File: src/rtl/bridge_ext_consts.svh
`ifndef BRIDGE_EXT_CONSTS_SVH
`define BRIDGE_EXT_CONSTS_SVH

// Register byte offsets within the extended space
`define OFF_SEC_ERR 12'h138
`define OFF_HLOG0 12'h13C
`define OFF_HLOG1 12'h140
`define OFF_HLOG2 12'h144
`define OFF_HLOG3 12'h148
`define OFF_VC_HDR 12'h150
`define OFF_PVC_CAP1 12'h154
`define OFF_PVC_CAP2 12'h158
`define OFF_PVC_CTL 12'h15C
`define OFF_VC0_CAP 12'h160
`define OFF_VC0_CTL 12'h164
`define OFF_VC0_STS 12'h168
`define OFF_EXT_GPIO 12'h300
`define OFF_XTRA_GPIO 12'h304
`define OFF_TIMERS 12'h310

// Fixed capability words
`define VC_CAP_ID 16'h0002
`define VC_CAP_VER 4'h1
`define VC_NEXT_OFF 12'h000
`define VC0_TC0_MAP 1'b1
`define VC0_TC71_MAP 7'h7F
`define VC0_ENABLE 1'b1

// Field positions in the extended GPIO word
`define EG_CLR_LSB 0
`define EG_SET_LSB 3
`define EG_OECLR_LSB 6
`define EG_OESET_LSB 9
`define EG_IN_LSB 12

// Field positions in the extra GPI/GPO word
`define XG_CLR_LSB 0
`define XG_SET_LSB 4
`define XG_OECLR_LSB 8
`define XG_OESET_LSB 12
`define XG_IN_LSB 16

// Timer word fields and reset values
`define TM_REPLAY_LSB 0
`define TM_REPLAY_EN_BIT 12
`define TM_ACK_LSB 16
`define TM_ACK_EN_BIT 30
`define TM_REPLAY_RST 12'h115
`define TM_ACK_RST 14'h00CD

`endif

File: src/rtl/bridge_ext_pkg.sv
package bridge_ext_pkg;

    // One captured secondary-bus transaction
    typedef struct packed {
        logic [4:0] first_err;
        logic dac;
        logic [3:0] attr_cbe;
        logic [31:0] attr_ad;
        logic [3:0] cmd_lo;
        logic [3:0] cmd_hi;
        logic [31:0] addr_lo;
        logic [31:0] addr_hi;
    } log_entry_type;

    // Link-layer timer settings
    typedef struct packed {
        logic [11:0] replay_val;
        logic replay_en;
        logic [13:0] ack_val;
        logic ack_en;
    } timers_type;

endpackage : bridge_ext_pkg

File: src/rtl/bridge_extended_config_regs.sv
`timescale 1ns/1ns
`default_nettype none
`include "bridge_ext_consts.svh"

// Functional notes
// RL1 - Five-bit first-error pointer at bits 4:0, zero after reset, upper bits zero.
// RL2 - On a logged error, attribute nibble and 32 data bits go to log bits 35:0.
// RL3 - First address phase command nibble goes to log bits 39:36.
// RL4 - Dual-address second phase command nibble goes to log bits 43:40.
// RL5 - First address phase address goes to log bits 95:64.
// RL6 - Dual-address second address goes to bits 127:96; bits 63:44 read zero.
// RL7 - Log fields are read-only and survive the ordinary reset.
// RL8 - Capability header: ID 0002h, version 1h, next offset zero.
// RL9 - VC0 control fixed: TC0 mapped, 7Fh in bits 7:1, enable bit 31 set.
// RL10 - Ones in GPIO bits 2:0 clear output values of pins 4 to 6.
// RL11 - Ones in GPIO bits 5:3 set output values of pins 4 to 6.
// RL12 - Ones in GPIO bits 8:6 clear pin enables; enables clear at reset.
// RL13 - Ones in GPIO bits 11:9 set pin enables.
// RL14 - Reads show sampled pins at 14:12 and extra inputs at 19:16.
// RL15 - Extra outputs: bits 3:0 clear, bits 7:4 set; reset to zero.
// RL16 - Extra enables: bits 11:8 clear, bits 15:12 set; reset to zero.
// RL17 - Replay timer value bits 11:0 reset 115h, enable bit 12 reset zero.
// RL18 - Ack latency value bits 29:16 reset CDh, enable bit 30 reset zero.
// RL19 - Zero bits leave set/clear state alone; pins driven only while enabled.
// RL20 - Reserved offsets and bits read zero and ignore writes.
module bridge_extended_config_regs (
    // Clock, resets and enable
    input wire logic clk,
    input wire logic srst,
    input wire logic sticky_rst,
    input wire logic ce,
    // AHB-Lite slave
    input wire logic hsel,
    input wire logic [11:0] haddr,
    input wire logic [1:0] htrans,
    input wire logic hwrite,
    input wire logic [2:0] hsize,
    input wire logic [31:0] hwdata,
    input wire logic hready,
    output logic hreadyout,
    output logic hresp,
    output logic [31:0] hrdata,
    // Error logging port
    input wire logic log_valid,
    input wire bridge_ext_pkg::log_entry_type log_in,
    // Extended GPIO pins 4 to 6
    input wire logic [2:0] ext_gpio_in,
    output logic [2:0] ext_gpio_out,
    output logic [2:0] ext_gpio_oe,
    // Extra outputs and inputs
    input wire logic [3:0] extra_gpi,
    output logic [3:0] extra_gpo,
    output logic [3:0] extra_gpo_oe,
    // Timer settings to the link layer
    output var bridge_ext_pkg::timers_type timers
);
    import bridge_ext_pkg::*;

    log_entry_type log_r;
    logic [4:0] first_err_r;
    logic [2:0] eg_val_r;
    logic [2:0] eg_oe_r;
    logic [2:0] eg_in_r;
    logic [3:0] xg_val_r;
    logic [3:0] xg_oe_r;
    logic [3:0] xg_in_r;
    timers_type timers_r;
    logic wr_pend_r;
    logic [11:0] wr_addr_r;
    logic [31:0] hrdata_r;
    logic addr_take;
    logic rd_req;
    logic wr_hit;

    // Zero-based word compare of a bus address against an offset
    function automatic logic at_off(input logic [11:0] a, input logic [11:0] off);
        at_off = (a[11:2] == off[11:2]);
    endfunction : at_off

    // Set/clear update: clear first, set wins on a bit written both ways
    function automatic logic [3:0] set_clr(input logic [3:0] cur, input logic [3:0] clr,
                                           input logic [3:0] set);
        set_clr = (cur & ~clr) | set;
    endfunction : set_clr

    // Read multiplexer; anything not decoded reads zero
    function automatic logic [31:0] read_word(input logic [11:0] a);
        logic [31:0] w;
        w = 32'h0000_0000;
        if (at_off(a, `OFF_SEC_ERR)) begin
            w[4:0] = first_err_r; // RL1
        end else if (at_off(a, `OFF_HLOG0)) begin
            w = log_r.attr_ad; // RL2
        end else if (at_off(a, `OFF_HLOG1)) begin
            w[3:0] = log_r.attr_cbe; // RL2
            w[7:4] = log_r.cmd_lo; // RL3
            w[11:8] = log_r.cmd_hi; // RL4
        end else if (at_off(a, `OFF_HLOG2)) begin
            w = log_r.addr_lo; // RL5
        end else if (at_off(a, `OFF_HLOG3)) begin
            w = log_r.addr_hi; // RL6
        end else if (at_off(a, `OFF_VC_HDR)) begin
            w = {`VC_NEXT_OFF, `VC_CAP_VER, `VC_CAP_ID}; // RL8
        end else if (at_off(a, `OFF_VC0_CTL)) begin
            w[0] = `VC0_TC0_MAP; // RL9
            w[7:1] = `VC0_TC71_MAP; // RL9
            w[31] = `VC0_ENABLE; // RL9
        end else if (at_off(a, `OFF_EXT_GPIO)) begin
            w[`EG_CLR_LSB +: 3] = eg_val_r;
            w[`EG_SET_LSB +: 3] = eg_val_r;
            w[`EG_OECLR_LSB +: 3] = eg_oe_r;
            w[`EG_OESET_LSB +: 3] = eg_oe_r;
            w[`EG_IN_LSB +: 3] = eg_in_r; // RL14
        end else if (at_off(a, `OFF_XTRA_GPIO)) begin
            w[`XG_CLR_LSB +: 4] = xg_val_r;
            w[`XG_SET_LSB +: 4] = xg_val_r;
            w[`XG_OECLR_LSB +: 4] = xg_oe_r;
            w[`XG_OESET_LSB +: 4] = xg_oe_r;
            w[`XG_IN_LSB +: 4] = xg_in_r; // RL14
        end else if (at_off(a, `OFF_TIMERS)) begin
            w[`TM_REPLAY_LSB +: 12] = timers_r.replay_val;
            w[`TM_REPLAY_EN_BIT] = timers_r.replay_en;
            w[`TM_ACK_LSB +: 14] = timers_r.ack_val;
            w[`TM_ACK_EN_BIT] = timers_r.ack_en;
        end else begin
            w = 32'h0000_0000; // RL20
        end
        read_word = w;
    endfunction : read_word

    // Bus decode; a read right behind a write waits one cycle for the write
    assign rd_req = hsel && htrans[1] && !hwrite;
    assign hreadyout = ce && !(wr_pend_r && rd_req);
    assign addr_take = hsel && htrans[1] && hready && ce;
    assign wr_hit = wr_pend_r && ce;
    assign hresp = 1'b0;
    assign hrdata = hrdata_r;

    // Address phase capture for writes
    always_ff @(posedge clk) begin
        if (srst) begin
            wr_pend_r <= 1'b0;
            wr_addr_r <= 12'h000;
        end else if (ce) begin
            wr_pend_r <= addr_take && hwrite;
            if (addr_take && hwrite) begin
                wr_addr_r <= haddr;
            end
        end
    end

    // Read data registered at the address phase
    always_ff @(posedge clk) begin
        if (srst) begin
            hrdata_r <= 32'h0000_0000;
        end else if (addr_take && !hwrite) begin
            hrdata_r <= read_word(haddr);
        end
    end

    // Sticky header log, cleared only by the sticky reset
    always_ff @(posedge clk) begin
        if (sticky_rst) begin
            log_r <= '0; // RL7
        end else if (ce && log_valid) begin
            log_r.attr_cbe <= log_in.attr_cbe; // RL2
            log_r.attr_ad <= log_in.attr_ad; // RL2
            log_r.cmd_lo <= log_in.cmd_lo; // RL3
            log_r.cmd_hi <= log_in.dac ? log_in.cmd_hi : 4'h0; // RL4
            log_r.addr_lo <= log_in.addr_lo; // RL5
            log_r.addr_hi <= log_in.dac ? log_in.addr_hi : 32'h0000_0000; // RL6
            log_r.dac <= log_in.dac;
            log_r.first_err <= log_in.first_err;
        end
    end

    // First-error pointer, zero after the ordinary reset
    always_ff @(posedge clk) begin
        if (srst) begin
            first_err_r <= 5'h00;
        end else if (ce && log_valid) begin
            first_err_r <= log_in.first_err; // RL1
        end
    end

    // Extended GPIO pins: set/clear on value and enable
    always_ff @(posedge clk) begin
        if (srst) begin
            eg_val_r <= 3'h0;
            eg_oe_r <= 3'h0; // RL12
        end else if (wr_hit && at_off(wr_addr_r, `OFF_EXT_GPIO)) begin
            eg_val_r <= 3'(set_clr({1'b0, eg_val_r}, {1'b0, hwdata[`EG_CLR_LSB +: 3]}, // RL10
                                   {1'b0, hwdata[`EG_SET_LSB +: 3]})); // RL11
            eg_oe_r <= 3'(set_clr({1'b0, eg_oe_r}, {1'b0, hwdata[`EG_OECLR_LSB +: 3]}, // RL12
                                  {1'b0, hwdata[`EG_OESET_LSB +: 3]})); // RL13
        end
    end

    // Extra outputs: set/clear on value and enable
    always_ff @(posedge clk) begin
        if (srst) begin
            xg_val_r <= 4'h0;
            xg_oe_r <= 4'h0;
        end else if (wr_hit && at_off(wr_addr_r, `OFF_XTRA_GPIO)) begin
            xg_val_r <= set_clr(xg_val_r, hwdata[`XG_CLR_LSB +: 4], hwdata[`XG_SET_LSB +: 4]); // RL15
            xg_oe_r <= set_clr(xg_oe_r, hwdata[`XG_OECLR_LSB +: 4], hwdata[`XG_OESET_LSB +: 4]); // RL16
        end
    end

    // Input sampling for readback
    always_ff @(posedge clk) begin
        if (srst) begin
            eg_in_r <= 3'h0;
            xg_in_r <= 4'h0;
        end else if (ce) begin
            eg_in_r <= ext_gpio_in; // RL14
            xg_in_r <= extra_gpi; // RL14
        end
    end

    // Replay and acknowledge latency timer settings
    always_ff @(posedge clk) begin
        if (srst) begin
            timers_r.replay_val <= `TM_REPLAY_RST; // RL17
            timers_r.replay_en <= 1'b0;
            timers_r.ack_val <= `TM_ACK_RST; // RL18
            timers_r.ack_en <= 1'b0;
        end else if (wr_hit && at_off(wr_addr_r, `OFF_TIMERS)) begin
            timers_r.replay_val <= hwdata[`TM_REPLAY_LSB +: 12]; // RL17
            timers_r.replay_en <= hwdata[`TM_REPLAY_EN_BIT]; // RL17
            timers_r.ack_val <= hwdata[`TM_ACK_LSB +: 14]; // RL18
            timers_r.ack_en <= hwdata[`TM_ACK_EN_BIT]; // RL18
        end
    end

    // Pins carry their value only while enabled
    assign ext_gpio_out = eg_val_r & eg_oe_r; // RL19
    assign ext_gpio_oe = eg_oe_r;
    assign extra_gpo = xg_val_r & xg_oe_r; // RL19
    assign extra_gpo_oe = xg_oe_r;
    assign timers = timers_r;

    // Helper: address of the read now in its data phase
    logic rd_pend_r;
    logic [11:0] rd_addr_r;
    always_ff @(posedge clk) begin
        if (srst) begin
            rd_pend_r <= 1'b0;
            rd_addr_r <= 12'h000;
        end else if (ce) begin
            rd_pend_r <= addr_take && !hwrite;
            rd_addr_r <= haddr;
        end
    end

    // Checks
    property p_fep_reset;
        @(posedge clk) disable iff (srst) $fell(srst) |-> first_err_r == 5'h00 && hrdata == 32'h0;
    endproperty
    a_fep_reset: assert property (p_fep_reset) else $error("pointer not zero after reset"); // RL1

    property p_log_attr;
        @(posedge clk) disable iff (srst || sticky_rst)
            ce && log_valid |=> log_r.attr_ad == $past(log_in.attr_ad) && log_r.attr_cbe == $past(log_in.attr_cbe);
    endproperty
    a_log_attr: assert property (p_log_attr) else $error("attribute phase not logged"); // RL2

    property p_log_lo;
        @(posedge clk) disable iff (srst || sticky_rst)
            ce && log_valid |=> log_r.cmd_lo == $past(log_in.cmd_lo) && log_r.addr_lo == $past(log_in.addr_lo);
    endproperty
    a_log_lo: assert property (p_log_lo) else $error("first address phase not logged"); // RL5

    property p_log_sac;
        @(posedge clk) disable iff (srst || sticky_rst)
            ce && log_valid && !log_in.dac |=> log_r.cmd_hi == 4'h0 && log_r.addr_hi == 32'h0;
    endproperty
    a_log_sac: assert property (p_log_sac) else $error("upper log fields not zero"); // RL6

    property p_sticky;
        @(posedge clk) disable iff (sticky_rst) srst && !log_valid |=> $stable(log_r);
    endproperty
    a_sticky: assert property (p_sticky) else $error("log lost on ordinary reset"); // RL7

    property p_vc_hdr;
        @(posedge clk) disable iff (srst) rd_pend_r && at_off(rd_addr_r, `OFF_VC_HDR) |-> hrdata == 32'h0001_0002;
    endproperty
    a_vc_hdr: assert property (p_vc_hdr) else $error("capability header wrong"); // RL8

    property p_vc0_ctl;
        @(posedge clk) disable iff (srst) rd_pend_r && at_off(rd_addr_r, `OFF_VC0_CTL) |-> hrdata == 32'h8000_00FF;
    endproperty
    a_vc0_ctl: assert property (p_vc0_ctl) else $error("VC0 control wrong"); // RL9

    property p_gpio_clr;
        @(posedge clk) disable iff (srst)
            wr_hit && at_off(wr_addr_r, `OFF_EXT_GPIO) && hwdata[2:0] == 3'h7 && hwdata[5:3] == 3'h0
            |=> eg_val_r == 3'h0;
    endproperty
    a_gpio_clr: assert property (p_gpio_clr) else $error("GPIO clear failed"); // RL10

    property p_gpio_set;
        @(posedge clk) disable iff (srst)
            wr_hit && at_off(wr_addr_r, `OFF_EXT_GPIO) && hwdata[5:3] == 3'h7 |=> eg_val_r == 3'h7;
    endproperty
    a_gpio_set: assert property (p_gpio_set) else $error("GPIO set failed"); // RL11

    property p_drive;
        @(posedge clk) disable iff (srst) (ext_gpio_out & ~ext_gpio_oe) == 3'h0 && (extra_gpo & ~extra_gpo_oe) == 4'h0;
    endproperty
    a_drive: assert property (p_drive) else $error("pin driven while disabled"); // RL19

    property p_timer_reset;
        @(posedge clk) disable iff (srst)
            $fell(srst) |-> timers.replay_val == 12'h115 && timers.ack_val == 14'h00CD && !timers.replay_en;
    endproperty
    a_timer_reset: assert property (p_timer_reset) else $error("timer reset values wrong"); // RL17

    property p_unmapped;
        @(posedge clk) disable iff (srst) rd_pend_r && at_off(rd_addr_r, 12'h14C) |-> hrdata == 32'h0;
    endproperty
    a_unmapped: assert property (p_unmapped) else $error("reserved offset not zero"); // RL20

    property p_log_dac;
        @(posedge clk) disable iff (srst || sticky_rst)
            ce && log_valid && log_in.dac
            |=> log_r.cmd_hi == $past(log_in.cmd_hi) && log_r.addr_hi == $past(log_in.addr_hi);
    endproperty
    a_log_dac: assert property (p_log_dac) else $error("second address phase not logged"); // RL4

    property p_eg_oe;
        @(posedge clk) disable iff (srst)
            wr_hit && at_off(wr_addr_r, `OFF_EXT_GPIO)
            |=> (eg_oe_r & $past(hwdata[11:9])) == $past(hwdata[11:9])
                && (eg_oe_r & $past(hwdata[8:6] & ~hwdata[11:9])) == 3'h0;
    endproperty
    a_eg_oe: assert property (p_eg_oe) else $error("GPIO enable set or clear failed"); // RL13

    property p_oe_reset;
        @(posedge clk) srst |=> ext_gpio_oe == 3'h0 && extra_gpo_oe == 4'h0;
    endproperty
    a_oe_reset: assert property (p_oe_reset) else $error("enables not cleared by reset"); // RL12

    property p_xg_val;
        @(posedge clk) disable iff (srst)
            wr_hit && at_off(wr_addr_r, `OFF_XTRA_GPIO)
            |=> (xg_val_r & $past(hwdata[7:4])) == $past(hwdata[7:4])
                && (xg_val_r & $past(hwdata[3:0] & ~hwdata[7:4])) == 4'h0;
    endproperty
    a_xg_val: assert property (p_xg_val) else $error("extra output set or clear failed"); // RL15

    property p_xg_oe;
        @(posedge clk) disable iff (srst)
            wr_hit && at_off(wr_addr_r, `OFF_XTRA_GPIO)
            |=> (xg_oe_r & $past(hwdata[15:12])) == $past(hwdata[15:12])
                && (xg_oe_r & $past(hwdata[11:8] & ~hwdata[15:12])) == 4'h0;
    endproperty
    a_xg_oe: assert property (p_xg_oe) else $error("extra enable set or clear failed"); // RL16

    property p_xg_hold;
        @(posedge clk) disable iff (srst)
            wr_hit && at_off(wr_addr_r, `OFF_XTRA_GPIO) && hwdata[15:0] == 16'h0000
            |=> $stable(xg_val_r) && $stable(xg_oe_r);
    endproperty
    a_xg_hold: assert property (p_xg_hold) else $error("zero write changed extra outputs"); // RL19

    property p_in_sample;
        @(posedge clk) disable iff (srst)
            ce && !srst |=> eg_in_r == $past(ext_gpio_in) && xg_in_r == $past(extra_gpi);
    endproperty
    a_in_sample: assert property (p_in_sample) else $error("input sample lost"); // RL14

    property p_timer_ack;
        @(posedge clk) disable iff (srst)
            wr_hit && at_off(wr_addr_r, `OFF_TIMERS)
            |=> timers.ack_val == $past(hwdata[29:16]) && timers.ack_en == $past(hwdata[30]);
    endproperty
    a_timer_ack: assert property (p_timer_ack) else $error("acknowledge timer write lost"); // RL18

    c_log_dac: cover property (@(posedge clk) disable iff (srst) ce && log_valid && log_in.dac);
    c_rd_after_wr: cover property (@(posedge clk) disable iff (srst) wr_pend_r && rd_req && !hreadyout);
    c_pin_driven: cover property (@(posedge clk) disable iff (srst) ext_gpio_out == 3'h7);
    c_timer_wr: cover property (@(posedge clk) disable iff (srst) wr_hit && at_off(wr_addr_r, `OFF_TIMERS));

endmodule : bridge_extended_config_regs
`default_nettype wire

File: config.mk
export PLATFORM = sky130hd
export DESIGN_NAME = bridge_extended_config_regs
export DESIGN_NICKNAME = d
export VERILOG_FILES = /design/src/rtl/bridge_ext_pkg.sv /design/src/rtl/bridge_extended_config_regs.sv
export VERILOG_INCLUDE_DIRS = /design/src /design/src/rtl
export SDC_FILE = /design/constraint.sdc
export NUM_CORES = 1
export LEC_CHECK = 0
export BUFFER_PORTS_ARGS = -buffer_cell sky130_fd_sc_hd__buf_2
export CORE_ASPECT_RATIO = 1.25
export CORE_MARGIN = 2
export CORE_UTILIZATION = 40
export CTS_CLUSTER_DIAMETER = 80
export DETAILED_ROUTE_END_ITERATION = 10
export GPL_TIMING_DRIVEN = 0
export SYNTH_ARGS = -nofsm -noshare
export SYNTH_HDL_FRONTEND = slang
export SYNTH_SLANG_ARGS = --single-unit
File: constraint.sdc
create_clock -name clk -period 6.1 [get_ports clk]
set_clock_uncertainty 0.1 [all_clocks]
set_input_delay 0.915 -clock clk [delete_from_list [all_inputs] [get_ports clk]]
set_output_delay 0.915 -clock clk [all_outputs]
set_load 0.1 [all_outputs]
After elaboration in Yosys (flattened, before gate mapping). Index checks and enable logic that the tools add are counted.

Word-level logic and storage cells: 103. Output and inout bits: 76. Register bits after elaboration: 207. Input port bits: 178.

Mux-type cells: 40. Bitwise logic cells: 14. Reduce and logical (&&, ||, !) cells: 16. Equality and inequality tests: 13.

Operators by type and width (number): two-way mux 20 bit (12); two-way mux 15 bit (13); two-way mux 32 bit (5); equality test 10 x 7 -> 1 bit (second input constant) (7); equality test 10 x 8 -> 1 bit (second input constant) (6); two-way mux 27 bit (1); two-way mux 23 bit (1); two-way mux 16 bit (1); logical AND 1 bit (13); two-way mux 13 bit (1); AND 4 bit (3); two-way mux 12 bit (1); two-way mux 11 bit (1); AND 3 bit (3); two-way mux 8 bit (1); NOT 4 bit (2); bitwise OR 4 bit (2); NOT 3 bit (2); bitwise OR 3 bit (2); two-way mux 5 bit (1); two-way mux 4 bit (1); zero test 1 bit (2); AND reduction 2 bit (1); two-way mux 1 bit (1).

Depth between registers and ports, before layout. Gate-level depths: netlist of run 1.

Depth after elaboration: 32. Gate-level depth with buffers: 8. Gate-level depth less buffers: 5.

Worst setup path before layout of run 1. OpenSTA, ideal clock, no wires.

Kind: input port to output port. Start point: input ce. End point: output hreadyout. Data required time: 5.085 ns. Arrival time: 3.537 ns. Buffers on the path: 1. Setup slack: 1.548 ns. Stages on the path: 2. Cells stage by stage: buf_1 a21boi_0.

Word-level cells in the longest chain between the ends: 1.

Ends and longest elaborated chain: from (decl) (line bridge_extended_config_regs.sv:31) `input wire logic ce,`; logical AND 1 bit (line bridge_extended_config_regs.sv:133) `assign hreadyout = ce && !(wr_pend_r && rd_req);`; to (decl) (line bridge_extended_config_regs.sv:40) `output logic hreadyout,`.

No other way between the ends.

Final worst setup path of run 1.
Start point: input haddr[11]. End point: register hrdata_r[28], in the netlist hrdata[28].

Word-level cells in the longest chain between the ends: 22. Elaborated cells between the ends (all ways): 31. Classes of those cells: eq/ne (10); mux (21).

Ends and longest elaborated chain: from (decl) (line bridge_extended_config_regs.sv:34) `input wire logic [11:0] haddr,`; equality test 10 x 8 -> 1 bit (line bridge_extended_config_regs.sv:77) `at_off = (a[11:2] == off[11:2]);`; two-way mux 15 bit (line bridge_extended_config_regs.sv:120) `` end else if (at_off(a, `OFF_TIMERS)) begin ``; two-way mux 15 bit (line bridge_extended_config_regs.sv:114) `` end else if (at_off(a, `OFF_XTRA_GPIO)) begin ``; two-way mux 15 bit (line bridge_extended_config_regs.sv:108) `` end else if (at_off(a, `OFF_EXT_GPIO)) begin ``; two-way mux 15 bit (line bridge_extended_config_regs.sv:104) `` end else if (at_off(a, `OFF_VC0_CTL)) begin ``; two-way mux 15 bit (line bridge_extended_config_regs.sv:102) `` end else if (at_off(a, `OFF_VC_HDR)) begin ``; two-way mux 15 bit (line bridge_extended_config_regs.sv:100) `` end else if (at_off(a, `OFF_HLOG3)) begin ``; two-way mux 15 bit (line bridge_extended_config_regs.sv:98) `` end else if (at_off(a, `OFF_HLOG2)) begin ``; [... 6 more ...]; two-way mux 16 bit (line bridge_extended_config_regs.sv:108); two-way mux 23 bit (line bridge_extended_config_regs.sv:104); two-way mux 32 bit (line bridge_extended_config_regs.sv:102); two-way mux 32 bit (line bridge_extended_config_regs.sv:100); two-way mux 32 bit (line bridge_extended_config_regs.sv:98); two-way mux 20 bit (line bridge_extended_config_regs.sv:94) `` end else if (at_off(a, `OFF_HLOG1)) begin ``; two-way mux 32 bit (line bridge_extended_config_regs.sv:92) `` end else if (at_off(a, `OFF_HLOG0)) begin ``; two-way mux 27 bit (*) (line bridge_extended_config_regs.sv:90) `` if (at_off(a, `OFF_SEC_ERR)) begin ``; to (signal assigned) (line bridge_extended_config_regs.sv:157) `hrdata_r <= read_word(haddr);`; to (decl) (line bridge_extended_config_regs.sv:70) `logic [31:0] hrdata_r;`.

Every way passes the cells marked *; elsewhere a longest branch is shown, timed or not. The select of a mux whose other input is x is not followed. A chain may end at the register's enable or synchronous reset.

==> flow_metrics.py, run 1 <==
metrics = {
    "status": {
        "status": "complete, no violations",
    },
    "clock_network": {
        "clockRootBuffer": "clkbuf_16",
        "cts_tree": "yes",
        "cts_max_path_buffers": 3,
        "hold_buffers": 0,
        "cts_setup_buffers": 0,
        "clock_latency_ns": 0.51,
        "clkTransAtPathRegs_ns": 0.06,
        "htreeDepth": 1,
        "cts.sinks": 205,
        "numCtsBuffers": 22,
        "cts-resized-gates": 0,
    },
    "detailed_routing": {
        "drc": 0,
        "vias": 9450,
        "drt_iter0_markers": 608,
        "avgRoutedWirePerCell_um": 20.79,
        "firstDrtPassIters": 5,
        "drt-total-wl_mm": 35.49,
        "vias_per_cell": 5.536,
        "ant_nets": 0,
    },
    "cells_and_area": {
        "syn2layout_area_growth_pct": 25.08,
        "layout_commonest_cell": "nand2_1",
        "n_fill_cell": 2317,
        "drive_above_1_share": 0.2122,
        "final_cell_mix": "nand2_1 (293), buf_2 (246), dfxtp_1 (205), a21oi_1 (182), clkbuf_1 (79)",
        "nNetsFinal": 1587,
    },
    "floorplanning": {
        "core.rowCount": 61,
        "dieArea_um2": 23780,
        "die_w_um": 138.3,
        "fp.coreArea_um2": 22210,
        "initial_core_util": 0.4063,
        "pin_count": 254,
        "fp.dieH_um": 171.9,
    },
    "synthesis": {
        "synth_cells": 1146,
        "seq_area_frac_synth": 0.4548,
        "synth_top_area_frac": 0.4548,
        "ys.flop_type": "dfxtp_1",
        "syn_area_um2": 9024,
        "synth_seq_cells": 205,
        "synth_area_leaders": "dfxtp_1 (45%), nand2_1 (12%), a21oi_1 (10%), nand3_1 (3.2%), clkbuf_1 (3.1%)",
        "yosysWarningCount": 0,
        "synth_async_sr_flop_share": 0,
        "synth_cell_type_count": 67,
        "yosys.area.top_type": "dfxtp_1",
        "synth_edf_count": 0,
        "synth_nets": 1324,
        "syn_area_per_cell_um2": 7.874,
    },
    "global_routing": {
        "grt_pass1_vias": 8823,
        "grt_max_degree": 14,
        "grt.total_usage": 0.2856,
        "grt_pass1_wl_mm": 52.03,
        "antenna_found_initial": 1,
        "grt-ovfl-total": 0,
    },
    "worst_setup_path": {
        "crit_required_ns": 6.42,
        "critPathLaunchType": "primary input",
        "slowest_stage": "nor4_2",
        "crit_chain": "clkbuf_1 > nor4_2 > nand2_1 > buf_2 > o2bb2ai_1 > o21ai_0 > a211oi_1",
        "cpLargestDelayFamily": "simple AND/OR/NAND/NOR gates",
        "cp.buffers_inverters": 2,
        "slowest_delay_ns": 0.97,
        "crit_arrival_ns": 3.58,
        "path_max_fanout": 10,
        "regToRegSetupSlack_ns": 3.54,
        "end_kind": "register",
        "crit_type": "in2reg",
    },
    "run": {
        "maxCapViolations": 0,
    },
    "placement": {
        "dp_hpwl_mm": 27.63,
        "finalWeightedCongestion": 0.9638,
        "numPortBuffers": 239,
    },
    "power": {
        "total_power_uw": 2953,
        "cellPowerDensity_nw_per_um2": 261.7,
        "ir_drop_mv": 0.2289,
        "power_leakage_uw": 0.004463,
    },
    "timing": {
        "finalSetupViolations": 0,
        "finalHoldViolations": 0,
        "tightest_slew_ns": 1.212,
        "rsz0062_at_grt": "false",
        "fmax_ghz": 0.3069,
        "slew_headroom": 0.1711,
        "post-route-period-util": 0.5342,
        "slew_viol_final": 0,
        "setup-tns-final_ns": 0,
        "min_period_ns": 3.259,
    },
    "hold_path": {
        "holdCritPathClass": "reg2reg",
    },
}
logic make-up (layout without fill, tap and decap cells):
family	after synthesis	in the layout	synth area share
AO/OA/AOI/OAI	335	335	0.2310
buffers and inverters	105	382	0.04922
flip-flops	205	205	0.4548
multiplexers	22	22	0.02454
other	1	2	0.0004156
AND/OR/NAND/NOR	478	478	0.2400
Yosys cell counts, drive strengths merged (10+ instances only):
master / n
a22oi: 24
mux2i: 21
a211oi: 15
and2: 10
nand3: 58
nor2: 47
o2bb2ai: 12
dfxtp: 205
nor3: 11
o21ai: 19
nand2: 293
a221oi: 15
and3: 12
clkbuf: 75
buf: 21
a21oi: 182
metrics by stage:
| step | hold WS [ns] | worst slack [ns] | std cells | utilization | cell area, um^2 |
|---|---|---|---|---|---|
| 5_1_grt | 0.3711 | 2.709 | 1706 | 0.5081 | 11280 |
| 4_1_cts | 0.3534 | 2.852 | 1706 | 0.5081 | 11280 |
| 6_report | 0.3517 | 2.841 | 1707 | 0.5082 | 11290 |
| 3_5_place_dp | 0.3450 | 2.444 | 1668 | 0.4761 | 10570 |
| 2_1_floorplan | 0.3316 | 1.548 | 1146 | - | 9024 |
| 3_3_place_gp | 0.3387 | 2.468 | 1668 | 0.4761 | 10570 |
state kept, by name, indices dropped and copies added, names as in the netlist:
signal	cells
xg_val_r	4
log_r	108
hrdata	32
timers	28
eg_val_r	3
xg_in_r	4
wr_pend_r	1
extra_gpo_oe	4
ext_gpio_oe	3
eg_in_r	3
first_err_r	5
wr_addr_r	10
worst min-delay path, cell delays in order, from the launching register on:
cell and delay, ns:
dfxtp_1 0.30, nand2_1 0.05, a21oi_1 0.05
cell type report:
cell class | instances | area (um^2) | area share
Multi-Input combinational cell | 836 | 4476 | 0.3965
Clock buffer | 34 | 686.9 | 0.06086
Sequential cell | 205 | 4104 | 0.3636
Inverter | 9 | 33.78 | 0.002993
Tap cell | 283 | 354.1 | 0.03137
Timing Repair Buffer | 239 | 1196 | 0.1060
Buffer | 96 | 410.4 | 0.03636
Clock inverter | 4 | 23.77 | 0.002106
Antenna cell | 1 | 2.502 | 0.0002217
metal layers:
layer	GRT usage	part of all wire	up-vias
met1	0.3575	0.41	4414
li1	-	-	4561
met4	0.1118	0.040	0
met5	0	0	-
met2	0.5037	0.49	395
met3	0.03572	0.064	80
path summary, 6_finish.rpt:
path | depth (start not counted) | startpoint | to
setup reg to reg | 6 | wr_addr_r[5] | xg_val_r[1]
setup / recovery | 7 | haddr[11] | hrdata[28]
hold reg to reg | 2 | log_r[53] | log_r[53]
hold / removal | 2 | log_r[53] | log_r[53]
power breakdown:
part           internal [uW]  leakage [uW]  switching (uW)
Sequential              1370       0.00166            21.0
Combinational           84.7       0.00244             155
Clock                    771      0.000354             549
Total                   2230       0.00446             725
Note: power is estimated with default switching activity, not from simulation.
==> run 2: changes to the inputs <==
Settings changed: ABC_AREA from default to 1.
Clock period 6.1 ns to 3 ns, I/O delays scaled along.
==> run 2 against run 1 <==
Net effect: via count decreased by 1.6%; hold slack got worse by 0.29 ns; die area shrank 1.2%; combinational power grew 100%; non-clock buffer count shrank 20; register-to-register slack lost 2.8 ns; global-route usage down 0.95 points; wire length decreased by 7.5%; sequential cell count is the same; critical path type is now reg2reg; largest cell class is now sequential cells.
==> flow_metrics.py, run 2 <==
metrics = {
    "worst_setup_path": {
        "path_max_fanout": 10,
        "crit_chain": "nand2_1 > inv_1 > nand2_1 > nor2_1 > nand2_1 > inv_1 > clkbuf_1 > nand2_1 > nand3_1",
        "crit_arrival_ns": 2.64,
        "crit_type": "reg2reg",
        "end_kind": "register",
        "crit_required_ns": 3.34,
        "crit_top_cell": "nand2_1",
        "critPathLaunchType": "register",
        "slowest_delay_ns": 0.60,
        "slowest_stage": "clkbuf_1",
    },
    "cells_and_area": {
        "largest_register_ffs": 108,
        "final_cell_mix": "nand2_1 (370), buf_2 (248), dfxtp_1 (205), a21oi_1 (174), inv_1 (113)",
        "syn2layout_area_growth_pct": 25.35,
        "regMostFlops": "log_r",
        "drive_above_1_share": 0.2018,
        "layout_commonest_cell": "nand2_1",
        "nNetsFinal": 1707,
        "final_cell_area_um2": 11170,
    },
    "synthesis": {
        "synth_cells": 1265,
        "synth_edf_count": 0,
        "synth_cell_type_count": 37,
        "syn_area_um2": 8912,
        "synth_area_leaders": "dfxtp_1 (46%), nand2_1 (16%), a21oi_1 (9.8%), inv_1 (4.8%), o21ai_0 (4.1%)",
        "ys.flop_type": "dfxtp_1",
        "synthTopCellsByCount": "nand2_1 (370), dfxtp_1 (205), a21oi_1 (174)",
        "seq_area_frac_synth": 0.4605,
        "yosys.area.top_type": "dfxtp_1",
        "synth_seq_cells": 205,
        "syn_area_per_cell_um2": 7.045,
        "synth_async_sr_flop_share": 0,
        "synthMostInstantiatedCell": "nand2_1",
        "synth_nets": 1443,
        "synth_top_area_frac": 0.4605,
        "yosysWarningCount": 0,
    },
    "timing": {
        "slew_headroom": 0.3133,
        "fmax_ghz": 0.4349,
        "finalHoldViolations": 0,
        "setup-tns-final_ns": 0,
        "tightest_slew_ns": 1.022,
        "fin_ws_ns": 0.7004,
        "finalSetupViolations": 0,
        "slew_viol_final": 0,
        "rsz0062_at_grt": "false",
        "post-route-period-util": 0.7665,
        "min_period_ns": 2.300,
    },
    "clock_network": {
        "cts_setup_buffers": 0,
        "cts_tree": "yes",
        "hold_buffers": 0,
        "clockRootBuffer": "clkbuf_16",
        "cts_max_path_buffers": 3,
        "htreeDepth": 1,
        "cts.sinks": 205,
        "clkTransAtPathRegs_ns": 0.06,
        "numCtsBuffers": 22,
        "clock_latency_ns": 0.50,
        "cts-resized-gates": 0,
    },
    "detailed_routing": {
        "drc": 0,
        "firstDrtPassIters": 6,
        "vias_per_cell": 5.094,
        "drt-total-wl_mm": 32.84,
        "vias": 9297,
        "ant_nets": 0,
        "avgRoutedWirePerCell_um": 17.99,
        "drt_iter0_markers": 710,
    },
    "floorplanning": {
        "pin_count": 254,
        "die_w_um": 137.5,
        "fp.dieH_um": 170.9,
        "initial_core_util": 0.4041,
        "fp.coreArea_um2": 22060,
        "dieArea_um2": 23500,
        "core.rowCount": 61,
    },
    "power": {
        "comb_power_share": 0.081,
        "ir_drop_mv": 0.4102,
        "p_seq_frac": 0.471,
        "total_power_uw": 6029,
        "p_clk_frac": 0.448,
        "p_sw_uw": 1450,
        "cellPowerDensity_nw_per_um2": 539.6,
        "power_leakage_uw": 0.004842,
        "switching_share": 0.2405,
        "internal_power_uw": 4579,
    },
    "placement": {
        "dp_hpwl_mm": 25.62,
        "finalWeightedCongestion": 0.9553,
        "numPortBuffers": 240,
        "placed_cell_area_um2": 10470,
        "place_ws_ns": 0.2567,
    },
    "global_routing": {
        "grt_pass1_vias": 8774,
        "grt.busiest_layer": "met2",
        "gr-usage-met3": 0.04563,
        "grt_max_degree": 13,
        "grt-ovfl-total": 0,
        "use_met1": 0.3425,
        "antenna_found_initial": 5,
        "grt.total_usage": 0.2761,
        "grt.met2_usage": 0.4893,
        "grt_pass1_wl_mm": 49.09,
    },
    "hold_path": {
        "holdCritPathClass": "in2reg",
    },
    "run": {
        "maxCapViolations": 0,
    },
    "status": {
        "status": "complete, no violations",
    },
}
-- run 2: changes by cell type in the layout (fill, tap and decap cells not counted), sizes merged, moves of 11 or more --
| cell | before | now |
|---|---|---|
| nand2 | 293 | 374 |
| a221oi | 15 | 0 |
| and3 | 12 | 1 |
| o2111ai | 1 | 12 |
| mux2i | 21 | 0 |
| a22oi | 24 | 0 |
| nor2 | 47 | 99 |
| o2bb2ai | 12 | 0 |
| o21ai | 19 | 78 |
| inv | 9 | 122 |
| clkbuf | 109 | 92 |
| a211oi | 15 | 40 |
-- run 2: critical path: cells and delay by family (launching register included) --
family / cells / cell delay, ns
flops: 1 / 0.35
buf+inv: 3 / 0.93
simple gates: 6 / 0.82
-- run 2: metal layers --
metal  wire, um  vias up
li1           -     4655
met1      13560     4246
met2      16240      335
met3       2117       57
met4        894        4
met5         24        -
-- run 2: metrics by stage --
step / utilization / std cells / hold slack, ns
2_1_floorplan: - / 1265 / 0.3289
6_report: 0.5065 / 1825 / 0.06182
3_3_place_gp: 0.4746 / 1788 / 0.3457
5_1_grt: 0.5065 / 1825 / 0.07912
3_5_place_dp: 0.4746 / 1788 / 0.3506
4_1_cts: 0.5064 / 1824 / 0.06174
-- run 2: kinds of logic after synthesis --
kind of cell,count (synthesis),synth area share
other,1,0.0004208
buffers and inverters,199,0.09139
AND/OR/NAND/NOR,546,0.2527
flip-flops,205,0.4605
AO/OA/AOI/OAI,314,0.1950
-- run 2: path summary, 6_finish.rpt --
path	start	endpoint	slack, ns	cells past startpoint
hold reg to reg	hrdata[17]	hrdata[17]	0.36	2
hold / removal	hwdata[19]	timers[4]	0.06	3
setup / recovery	wr_pend_r	timers[7]	0.70	9
setup reg to reg	wr_pend_r	timers[7]	0.70	9
-- run 2: power groups by stage --
stage / Clock, uW / Combinational (uW) / Sequential (uW)
3_5_place_dp: 0 / 482 / 2900
4_1_cts: 2710 / 485 / 2840
3_3_place_gp: 0 / 480 / 2900
6_report: 2700 / 487 / 2840
5_1_grt: 2820 / 539 / 2850
2_1_floorplan: 0 / 250 / 2890
-- run 2: area by class of cell --
class	instances	area (um^2)
buffer	75	340.3
clock inverter	2	35.03
timing repair buffer	240	1201
tap	283	354.1
inverter	124	474.2
antenna	1	2.502
sequential	205	4104
fill	2256	10890
clock buffer	34	666.9
multi-input combinational	861	3994
==> run 3: changes to the inputs <==
Settings changed: ABC_AREA 1 to 0, PLACE_DENSITY from default to 0.66.
Clock period 3 ns to 1.9 ns, I/O delays scaled along.
==> run 3 against run 2 <==
Net effect: the run now ends with setup timing left; core utilization rose by 11 points; maximum frequency fell by 1.1%; power rose by 71%; critical path depth fell by 2; worst setup slack got worse by 1.1 ns; global-route usage rose by 3.0 points; highest routed layer is now met4.
==> flow_metrics.py, run 3 (synthesized netlist as in run 1, its figures left out) <==
metrics = {
    "detailed_routing": {
        "avgRoutedWirePerCell_um": 20.55,
        "drt_iter0_markers": 801,
        "vias": 10501,
        "drt-total-wl_mm": 38.52,
        "firstDrtPassIters": 7,
        "ant_nets": 0,
        "vias_per_cell": 5.604,
        "drc": 0,
    },
    "global_routing": {
        "grt_max_degree": 15,
        "grt_pass1_wl_mm": 56.76,
        "grt.total_usage": 0.3063,
        "antenna_found_initial": 0,
        "grt-ovfl-total": 0,
        "grt_pass1_vias": 9934,
    },
    "floorplanning": {
        "core.rowCount": 61,
        "dieArea_um2": 23780,
        "die_w_um": 138.3,
        "fp.dieH_um": 171.9,
        "fp.coreArea_um2": 22210,
        "pin_count": 254,
        "initial_core_util": 0.4063,
    },
    "cells_and_area": {
        "nNetsFinal": 1755,
        "diodes": 0,
        "multiInputGateArea_um2": 4898,
        "regMostFlops": "log_r",
        "largest_register_ffs": 108,
        "syn2layout_area_growth_pct": 51.80,
        "layout_commonest_cell": "nand2_1",
        "final_cell_mix": "nand2_1 (276), buf_2 (240), dfxtp_1 (197), a21oi_1 (165), dlygate4sd3_1 (150)",
        "drive_above_1_share": 0.2678,
        "seq_area_um2": 4114,
        "n_fill_cell": 1931,
    },
    "placement": {
        "finalWeightedCongestion": 0.9864,
        "dp_hpwl_mm": 27.46,
        "numPortBuffers": 239,
    },
    "timing": {
        "setup-tns-final_ns": -13.40,
        "slew_viol_final": 0,
        "rsz0062_at_grt": "true",
        "fmax_ghz": 0.4300,
        "whs_ns": 0.01523,
        "tightest_slew_ns": 1.006,
        "finalSetupViolations": 44,
        "post-route-period-util": 1.224,
        "finalHoldViolations": 0,
        "fin_ws_ns": -0.4254,
        "min_period_ns": 2.325,
        "slew_headroom": 0.3294,
    },
    "power": {
        "total_power_uw": 10330,
        "power_leakage_uw": 0.005467,
        "ir_drop_mv": 0.6346,
        "cellPowerDensity_nw_per_um2": 754.0,
    },
    "status": {
        "status": "finished with violations",
        "violations": "setup timing",
    },
    "clock_network": {
        "clock_latency_ns": 0.51,
        "numCtsBuffers": 21,
        "clockRootBuffer": "clkbuf_16",
        "cts_tree": "yes",
        "htreeDepth": 1,
        "cts_max_path_buffers": 3,
        "cts.sinks": 205,
        "clkTransAtPathRegs_ns": 0.06,
    },
    "worst_setup_path": {
        "end_kind": "register",
        "slowest_stage": "or4b_4",
        "crit_required_ns": 2.15,
        "path_max_fanout": 6,
        "crit_arrival_ns": 2.58,
        "slowest_delay_ns": 0.53,
        "crit_chain": "or4b_4 > or3_4 > or3b_1 > buf_6 > buf_16 > nand2_2 > nand3_1",
        "cpLargestDelayFamily": "simple AND/OR/NAND/NOR gates",
        "crit_type": "reg2reg",
        "critPathLaunchType": "register",
        "cp.buffers_inverters": 2,
    },
    "run": {
        "maxCapViolations": 0,
    },
    "hold_path": {
        "holdCritPathClass": "in2reg",
    },
}
-- run 3: cell count changes in the layout (fill, tap and decap cells not counted), moves of 14 or more --
cell	delta
a211oi_1	-25
a21oi_2	+17
a221oi_1	+14
a22oi_1	+18
buf_4	+18
dlygate4sd3_1	+150
inv_1	-104
mux2i_1	+21
nand2_1	-94
nor2_1	-49
o21ai_0	-55
-- run 3: path summary, 6_finish.rpt --
check | end | slack (ns) | depth (start not counted) | startpoint
min | log_r[14] | 0.02 | 3 | log_in[14]
max | timers[1] | -0.43 | 7 | wr_addr_r[6]
max reg2reg | timers[1] | -0.43 | 7 | wr_addr_r[6]
min reg2reg | log_r[55] | 0.35 | 2 | log_r[55]
-- run 3: per-layer routing --
layer,vias to the layer above,track usage,part of all wire
met5,-,0,0
met4,0,0.1500,0.053
met3,117,0.03711,0.059
met2,484,0.5394,0.49
met1,4979,0.3733,0.40
li1,4921,-,-
-- run 3: report_power, final --
group	switching [uW]	total, uW	internal (uW)
logic	578	1080	501
registers	68.7	4480	4410
clock network	1780	4770	3000
-- run 3: through the flow --
| stage | util | instances | cell area [um^2] | setup WS (ns) |
|---|---|---|---|---|
| final | 0.6168 | 1874 | 13700 | -0.4254 |
| after global routing | 0.6168 | 1874 | 13700 | -0.4854 |
| after CTS | 0.6063 | 1872 | 13470 | -0.4113 |
| after detailed placement | 0.4879 | 1668 | 10840 | -0.9221 |
| after global placement | 0.4879 | 1668 | 10840 | -0.9039 |
| after floorplan | - | 1146 | 9285 | -0.3357 |
-- run 3: tightest hold or removal path, cell delays in order --
cell	delay (ns)
buf_2	0.11
nand3_1	0.11
a21oi_1	0.07
-- run 3: cell type report --
type	count	share of cell area
Buffer	93	0.03937
Clock buffer	26	0.04266
Clock inverter	11	0.01544
Inverter	9	0.002466
Multi-Input combinational cell	836	0.3576
Sequential cell	205	0.3003
Tap cell	283	0.02585
Timing Repair Buffer	411	0.2163
-- run 3: what timing repair did --
action	CTS	global route
gates cloned	1	2
setup endpoints to repair	107	62
resized for setup	50	45
pin swaps	15	8
setup buffers	16	3
hold buffers	150	0
endpoints found under the hold margin	159	0
